`config.mk`:
```
export PLATFORM = sky130hd
export DESIGN_NAME = axi3_master_write_port
export DESIGN_NICKNAME = d
export VERILOG_FILES = /design/src/rtl/wr_port_pkg.sv /design/src/rtl/axi3_master_write_port.sv /design/src/rtl/beat_counter.sv
export SDC_FILE = /design/constraint.sdc
export NUM_CORES = 1
export LEC_CHECK = 0
export BUFFER_PORTS_ARGS = -buffer_cell sky130_fd_sc_hd__buf_2
export CAP_MARGIN = 30
export CORE_AREA = 2 2 121 123
export CTS_CLUSTER_SIZE = 16
export DETAILED_ROUTE_END_ITERATION = 10
export DIE_AREA = 0 0 123 125
export PLACE_DENSITY = 0.76
export SLEW_MARGIN = 5
export SYNTH_ARGS = -nofsm -noshare
export SYNTH_HDL_FRONTEND = slang
export SYNTH_SLANG_ARGS = --single-unit
export TNS_END_PERCENT = 10
```
`constraint.sdc`:
```
create_clock -name clk_sys -period 6 [get_ports clk_sys]
set_input_delay 0.6 -clock clk_sys [delete_from_list [all_inputs] [get_ports clk_sys]]
set_output_delay 0.6 -clock clk_sys [all_outputs]
set_load 0.03 [all_outputs]
```
`src/rtl/wr_port_pkg.sv`:
```
// shared types and constants for the 64-bit write master port
// assumes one clock, asynchronous active-high reset
package wr_port_pkg;
  localparam bit COHERENCY_PRESENT = 1'b0;
  localparam int COHERENCY_ID_WIDTH_PARAM = 4;
  localparam int ID_W = COHERENCY_PRESENT ? (COHERENCY_ID_WIDTH_PARAM + 1) : 5;
  localparam int ADDR_W = 32;
  localparam int DATA_W = 64;
  localparam int STRB_W = DATA_W / 8;
  localparam int LEN_W = 4;
  localparam int CACHE_W = 4;
  localparam int AUSER_W = 11;
  localparam int WUSER_W = 2;
  localparam int OUT_MAX = 4;
  localparam int OUT_W = 3;
  localparam logic [1:0] BURST_INCR = 2'h1;
  localparam logic [1:0] BURST_WRAP = 2'h2;
  localparam logic [1:0] LOCK_NORMAL = 2'h0;
  localparam logic [1:0] SIZE_64 = 2'h3;
  localparam logic [LEN_W-1:0] LEN_ZERO = 4'h0;

  typedef struct packed {
    logic [ID_W-1:0] id;
    logic [ADDR_W-1:0] addr;
    logic [LEN_W-1:0] len;
    logic [1:0] size;
    logic [1:0] burst;
    logic [1:0] lock;
    logic [CACHE_W-1:0] cache;
    logic [2:0] prot;
    logic [AUSER_W-1:0] user;
  } aw_t;

  typedef struct packed {
    logic [DATA_W-1:0] data;
    logic [STRB_W-1:0] strb;
    logic [WUSER_W-1:0] user;
  } wbeat_t;

  typedef struct packed {
    logic [ID_W-1:0] id;
    logic [1:0] resp;
  } bresp_t;
endpackage

```
`src/rtl/axi3_master_write_port.sv`:
```
// write side of the 64-bit axi3 master port: takes a burst command and
// its beats from the core side and drives aw, w, b channels
// assumes the slave follows axi3 handshakes on the same clock
`timescale 1ns/100ps
module axi3_master_write_port
  import wr_port_pkg::*;
(
  // clock and reset
  input wire logic clk_sys,
  input wire logic rst,
  // core command side
  input wire logic cmd_valid,
  input wire wr_port_pkg::aw_t cmd,
  output logic cmd_ready,
  // core beat side
  input wire logic beat_valid,
  input wire wr_port_pkg::wbeat_t beat,
  output logic beat_ready,
  // core response side
  output logic rsp_valid,
  output wr_port_pkg::bresp_t rsp,
  input wire logic rsp_ready,
  // write address channel
  output logic awvalid,
  input wire logic awready,
  output logic [ID_W-1:0] master_write_addr_id,
  output logic [ADDR_W-1:0] master_write_addr,
  output logic [LEN_W-1:0] master_write_burst_len,
  output logic [1:0] master_write_beat_size,
  output logic [1:0] master_write_burst_type,
  output logic [1:0] master_write_lock_type,
  output logic [CACHE_W-1:0] master_write_cache_attr,
  output logic [2:0] awprot,
  output logic [AUSER_W-1:0] master_write_addr_user,
  // write data channel
  output logic wvalid,
  input wire logic wready,
  output logic [ID_W-1:0] wid,
  output logic [DATA_W-1:0] master_write_payload,
  output logic [STRB_W-1:0] master_write_byte_strobes,
  output logic master_write_final_beat,
  output logic [WUSER_W-1:0] master_write_data_user,
  // write response channel
  input wire logic bvalid,
  output logic master_write_resp_accept,
  input wire logic [ID_W-1:0] bid,
  input wire logic [1:0] master_write_resp_code
);
  import wr_port_pkg::*;

  typedef enum logic [1:0] {IDLE, ADDR, DATA} state_t;

  state_t state_q;
  state_t state_d;
  aw_t aw_q;
  wbeat_t w_q;
  logic wvalid_q;
  logic last_q;
  logic rspv_q;
  bresp_t rsp_q;
  logic [OUT_W-1:0] out_q;
  logic cmd_ready_q;
  logic beat_ready_q;
  logic bready_q;

  wire aw_fire = awvalid & awready;
  wire w_fire = wvalid_q & wready;
  wire b_fire = bvalid & bready_q;
  wire cmd_fire = cmd_valid & cmd_ready_q;
  wire beat_fire = beat_valid & beat_ready_q;
  wire rsp_fire = rspv_q & rsp_ready;
  wire final_beat;
  // the data slot is free when empty or being drained this cycle
  wire slot_free = ~wvalid_q | w_fire;
  // beats are only taken after the address is out, so wid is known
  wire beat_take_ok = (state_q == DATA) & ~(last_q & wvalid_q) & slot_free;
  // the response buffer holds one; stall new bursts when outstanding is full
  wire out_room = (out_q != OUT_W'(OUT_MAX));
  wire [OUT_W-1:0] out_d = out_q + OUT_W'(cmd_fire) - OUT_W'(b_fire);

  beat_counter u_beats (
    .clk_sys(clk_sys),
    .rst(rst),
    .load(aw_fire),
    .len(aw_q.len),
    .advance(beat_fire),
    .final_beat(final_beat)
  );

  always_comb begin
    state_d = state_q;
    unique case (state_q)
      IDLE: if (cmd_fire) state_d = ADDR;
      ADDR: if (aw_fire) state_d = DATA;
      DATA: if (w_fire & last_q) state_d = IDLE;
    endcase
  end

  always_ff @(posedge clk_sys or posedge rst) begin
    if (rst) begin
      state_q <= IDLE;
      aw_q <= '0;
      w_q <= '0;
      wvalid_q <= 1'b0;
      last_q <= 1'b0;
      rspv_q <= 1'b0;
      rsp_q <= '0;
      out_q <= '0;
      cmd_ready_q <= 1'b0;
      beat_ready_q <= 1'b0;
      bready_q <= 1'b0;
    end else begin
      state_q <= state_d;
      out_q <= out_d;
      // payload held until the slave takes it
      if (cmd_fire) aw_q <= cmd;
      if (beat_fire) begin
        w_q <= beat;
        last_q <= final_beat;
      end
      if (beat_fire) wvalid_q <= 1'b1;
      else if (w_fire) wvalid_q <= 1'b0;
      if (b_fire) rsp_q <= '{id: bid, resp: master_write_resp_code};
      if (b_fire) rspv_q <= 1'b1;
      else if (rsp_fire) rspv_q <= 1'b0;
      cmd_ready_q <= (state_d == IDLE) & ~cmd_fire & out_room;
      // a beat taken now fills the slot next cycle, so ready must drop behind it
      beat_ready_q <= (state_d == DATA) & beat_take_ok & ~beat_fire;
      // one-deep response hold: accept only when it is empty
      bready_q <= ~(rspv_q & ~rsp_fire) & ~b_fire;
    end
  end

  assign cmd_ready = cmd_ready_q;
  assign beat_ready = beat_ready_q;
  assign awvalid = (state_q == ADDR);
  assign master_write_addr_id = aw_q.id;
  assign master_write_addr = aw_q.addr;
  assign master_write_burst_len = aw_q.len;
  assign master_write_beat_size = aw_q.size;
  assign master_write_burst_type = aw_q.burst;
  assign master_write_lock_type = aw_q.lock;
  assign master_write_cache_attr = aw_q.cache;
  assign awprot = aw_q.prot;
  assign master_write_addr_user = aw_q.user;
  assign wvalid = wvalid_q;
  assign wid = aw_q.id;
  assign master_write_payload = w_q.data;
  assign master_write_byte_strobes = w_q.strb;
  assign master_write_final_beat = last_q;
  assign master_write_data_user = w_q.user;
  assign rsp_valid = rspv_q;
  assign rsp = rsp_q;
  assign master_write_resp_accept = bready_q;
endmodule

```
`src/rtl/beat_counter.sv`:
```
// counts data beats of the burst in flight and flags the final one
// assumes the caller loads len and pulses advance on each accepted beat
`timescale 1ns/100ps
module beat_counter
  import wr_port_pkg::*;
(
  // clock and reset
  input wire logic clk_sys,
  input wire logic rst,
  // control
  input wire logic load,
  input wire logic [LEN_W-1:0] len,
  input wire logic advance,
  // status
  output logic final_beat
);
  logic [LEN_W-1:0] left_q;
  logic [LEN_W-1:0] left_d;

  assign left_d = load ? len : (advance ? left_q - 4'h1 : left_q);
  assign final_beat = (left_q == LEN_ZERO);

  always_ff @(posedge clk_sys or posedge rst) begin
    if (rst) begin
      left_q <= LEN_ZERO;
    end else begin
      left_q <= left_d;
    end
  end
endmodule

```
Yosys cells after proc, flatten, opt, wreduce, memory -nomap -nowiden. Cells that the tools add are included. W data, S select, Z words.

Output and inout port bits: 158. Bits of input ports: 154. Register bits after elaboration: 161.

$add $sub $neg: 3. Reduce and logical (&&, ||, !) cells: 6. Bitwise operators: 24. Multiplexer cells: 10. Eq/ne operators: 4.

Operator list (count): $and A1 B1 Y1 (16); $mux W4 (2); $not A1 Y1 (7); $mux W2 (3); $pmux W2 S3 (1); $reduce_bool A2 Y1 (3); $eq A2 B2 Y1 const B (2); $logic_not A2 Y1 (2); $logic_not A4 Y1 (1); $mux W1 (4); $sub A4 B1 Y4 const B (1); $add A3 B1 Y3 (1); $ne A3 B3 Y1 const B (1); $sub A3 B1 Y3 (1); $eq A2 B1 Y1 const B (1); $or A1 B1 Y1 (1).

Logic depth before layout (Yosys ltp).
Word-level depth: 7. Mapped depth: 9. Gate-level depth less buffers: 8.

Modules after synthesis. A second synthesis with hierarchy kept.

Cells, all modules: 388. Area total of the unflattened synthesis: 6377.4 µm².

Modules (own cells, without submodules): axi3_master_write_port (instances 1, area an instance 6145.9 µm², cells an instance 365, sequential area each 3928.8 µm²); beat_counter (instances 1, area an instance 231.5 µm², cells an instance 23, sequential area each 100.1 µm²).

Worst setup path before layout. No wires, ideal clock.

Kind: input-to-reg. Start point: in cmd_valid. End point: reg out_q[2]. Stages on the path: 9. Library setup time: 0.080 ns. Setup slack: 3.928 ns. Arrival: 1.992 ns. Buffers on the path: 1. Cell sequence: and2_1 > buf_6 > inv_2 > ha_1 > inv_1 > ha_1 > fa_1 > xnor2_1 > xnor2_1.

Longest elaborated chain between the ends: 3.

RTL lines: start, declared (line axi3_master_write_port.sv:12) `input wire logic cmd_valid,`; $and A1 B1 Y1 (line axi3_master_write_port.sv:69) `wire cmd_fire = cmd_valid & cmd_ready_q;`; $add A3 B1 Y3 (line axi3_master_write_port.sv:79) `wire [OUT_W-1:0] out_d = out_q + OUT_W'(cmd_fire) - OUT_W'(b_fire);`; $sub A3 B1 Y3 (line axi3_master_write_port.sv:79); net out_d[2] (line axi3_master_write_port.sv:79); end signal, assigned (line axi3_master_write_port.sv:114) `out_q <= out_d;`; end, declared (line axi3_master_write_port.sv:61) `logic [OUT_W-1:0] out_q;`.

The timed path passes the listed nets, and every way through them passes these cells. A chain may end at the register's enable or synchronous reset.

Final worst setup path.
Start point: reg state_q[1]. End point: out awvalid.

Longest elaborated chain between the ends: 1.

RTL lines: start, declared (line axi3_master_write_port.sv:53) `state_t state_q;`; start signal, assigned (line axi3_master_write_port.sv:113) `state_q <= state_d;`; $eq A2 B1 Y1 (line axi3_master_write_port.sv:136) `assign awvalid = (state_q == ADDR);`; end, declared (line axi3_master_write_port.sv:24) `output logic awvalid,`.

Every way passes these cells.

==> results_dict.tcl <==
set metrics [dict create \
    status "completed" \
    synth_cell_types 26 \
    avgViaCountPerCell 4.732 \
    wirelength_um 14180 \
    syn_avg_cell_area_um2 16.06 \
    ant_nets 0 \
    ir_worst_vdd_uv 329.7 \
    pwr-share-clk_pct 20.1 \
    hold_path_class "in2async" \
    switching_power_mw 2.291 \
    antenna_found_initial 1 \
    cp_slowest_cell "dfrtp_1" \
    placed_cell_area_um2 7890 \
    die-width_um 123 \
    num_vias 4254 \
    wl_met2_um 7407 \
    overflow 0 \
    place_congestion 0.8031 \
    cts.clk_slew.worst_paths_ps 60 \
    port_buffers 311 \
    fin_setup_tns_ps 0 \
    crit_chain "inv_1 -> ha_1 -> buf_2" \
    htree_num_levels 4 \
    seq_area_frac_synth_pct 64.67 \
    drtIter0Drc 146 \
    finalHoldViolations 0 \
    cp-start-kind "register" \
    cp.arrival_ps 1330 \
    p_int_mw 3.174 \
    post_drt_wl_per_cell_um 15.77 \
    p_sw_share_pct 41.92 \
    layout-drive-gt1-share_pct 70.41 \
    ys_ff_latch 161 \
    period_share_pct 32.15 \
    final_util_pct 60.26 \
    rows 44 \
    ioPinCount 312 \
    clock_path_buffers 2 \
    worstMarginPinSlew_ps 841.0 \
    setup_viol 0 \
    r2r_slack_ps 4160 \
    yosysWarningCount 0 \
    power_frac_seq_pct 34.6 \
    drv_cap 0 \
    cp_max_fo 5 \
    power_density_nw_per_um2 638.6 \
    syn_nets 548 \
    rsz0062_at_grt "false" \
    route.detailed.drc 0 \
    netlist_instances 388 \
    syn2layout_area_growth_pct 37.40 \
    die_h_um 125 \
    fp.coreArea_um2 14200 \
    grt_usage_pct 18.42 \
    fin_crit_ps 1929 \
    power.leakage_nw 4.511 \
    critPathRequiredTime_ps 5400 \
    synth_area_um2 6230 \
    met1Wirelength_um 5362 \
    cts_sinks 161 \
    hold_buffers 0 \
    p_comb_share_pct 45.3 \
    path_buf_inv 2 \
    root_buffer "clkbuf_16" \
    nNetsFinal 861 \
    r2r-start "master_write_resp_accept" \
    r2r-end "out_q[2]" \
    drv_slew 0 \
    slew_headroom_pct 43.93 \
    met3_length_um 1156 \
    clock.fmax_mhz 518.5 \
    worst-setup-path-type "reg2out" \
    slowest_delay_ps 420 \
    topRoutingLayerUsed "met4" \
    cts_resized 0 \
    final_cell_area_um2 8559 \
    drt_pass1_iterations 4 \
    clk_latency_ps 410 \
    grt_pass1_vias 4507 \
    cts_setup_buffers 0 \
    crit_family "flip-flops" \
    cts_buffers 17 \
    grt_pass1_wl_um 22010 \
    endpoint_kind "output pin" \
    fin_skew_ps 7.180 \
    start_util_pct 43.86 \
    dp_hpwl_um 10420 \
    reg2reg_depth 8 \
    grt_max_degree 87 \
    die_area_um2 15380 \
    cts_tree "yes" \
]
[cell usage after synthesis (all sizes together)]
| cell | instances | area [um^2] |
|---|---|---|
| a21oi | 4 | 20.02 |
| a22o | 1 | 8.760 |
| and2 | 1 | 6.260 |
| buf | 21 | 155.2 |
| dfrtp | 161 | 4029 |
| fa | 1 | 20.02 |
| ha | 5 | 62.56 |
| inv | 15 | 56.31 |
| mux2 | 147 | 1663 |
| nand2 | 8 | 30.03 |
| nand3 | 4 | 20.02 |
| nor2 | 3 | 11.26 |
| nor2b | 2 | 12.51 |
| nor4 | 2 | 33.78 |
| o2111a | 1 | 11.26 |
| o21ai | 5 | 32.53 |
| o22ai | 1 | 6.260 |
| o31ai | 1 | 7.510 |
| xnor2 | 4 | 35.03 |
| xor2 | 1 | 8.760 |
[through the flow]
stage	power (mW)	std cells	hold slack (ps)	setup slack (ps)
6_report	5.466	899	330.5	4071
3_3_place_gp	4.320	864	464.7	3764
4_1_cts	5.519	895	353.5	4045
3_5_place_dp	4.401	864	486.6	3683
5_1_grt	5.758	898	375.8	3981
2_1_floorplan	3.668	388	452.1	1052
[sequential cells by signal, summed over array words and instances (netlist names), 3 cells and up]
signal                     flops
u_beats.left_q                 4
master_write_burst_len         4
master_write_addr_user        11
rsp                            7
out_q                          3
awprot                         3
master_write_addr_id           5
master_write_byte_strobes      8
master_write_addr             32
master_write_payload          64
master_write_cache_attr        4
[power groups by stage]
stage               clock network (mW)  registers, mW  logic, mW
finish                            1.10           1.89       2.47
global route                      1.17           1.96       2.62
CTS                               1.13           1.90       2.50
detailed placement                   0           1.91       2.49
global placement                     0           1.88       2.44
floorplan                            0           2.88      0.783
[layout make-up]
cell class,instances,area [um^2]
repair buffers,315,1627
clock inverters,12,156.4
well taps,184,230.2
flip-flops and latches,161,4029
diodes,2,5.005
inverters,15,61.31
multi-input cells,191,1998
fillers,1150,5644
clock buffers,19,452.9
[routing by layer]
metal  up-vias  GRT usage, %
met1      2074         21.30
met4         0         8.088
met5         -             0
met3        18         5.109
met2       188         31.69
li1       1974             -
[how the worst max path moves through the flow]
stage / start / endpoint / slack [ps] / depth (start not counted)
floorplan: rst / awprot[0] / 1050 / 1
global placement: rst / master_write_payload[42] / 3760 / 3
detailed placement: rst / master_write_payload[42] / 3680 / 3
CTS: state_q[1] / awvalid / 4040 / 3
global route: state_q[1] / awvalid / 3980 / 3
finish: state_q[1] / awvalid / 4070 / 3
[worst register-to-register path, cell delays in order (launching register included)]
cell and delay, ps:
dfrtp_1 380, nand2_1 90, inv_2 90, ha_1 290, inv_1 40, ha_1 180, fa_1 370, xnor2_1 190
xnor2_1 130
[cells by family after synthesis]
kind of cell               synth area share, %
DFF                                      64.67
muxes                                    26.69
buffers and inverters                    3.394
and+or+nand+nor                          1.828
AOI/OAI and AO/OA                        1.386
adders and majority gates                1.326
xor gates and xnor gates                0.7029
[placed cells by master, fill, tap and decap left out, types with 2 or more instances in the layout]
master	count
clkinv_2	3
a21oi_1	4
nand2_1	7
mux2_4	2
clkinv_4	3
ha_1	5
inv_2	2
clkbuf_16	17
dfrtp_1	161
nor2b_1	2
inv_1	12
inv_6	3
o21ai_0	3
clkbuf_8	2
o21ai_2	2
buf_16	2
nor2_1	3
buf_2	311
nand3_1	4
diode_2	2
bufinv_16	3
mux2_2	145
xnor2_1	4
buf_4	2
No activity file was read; power rests on OpenSTA's default activity.
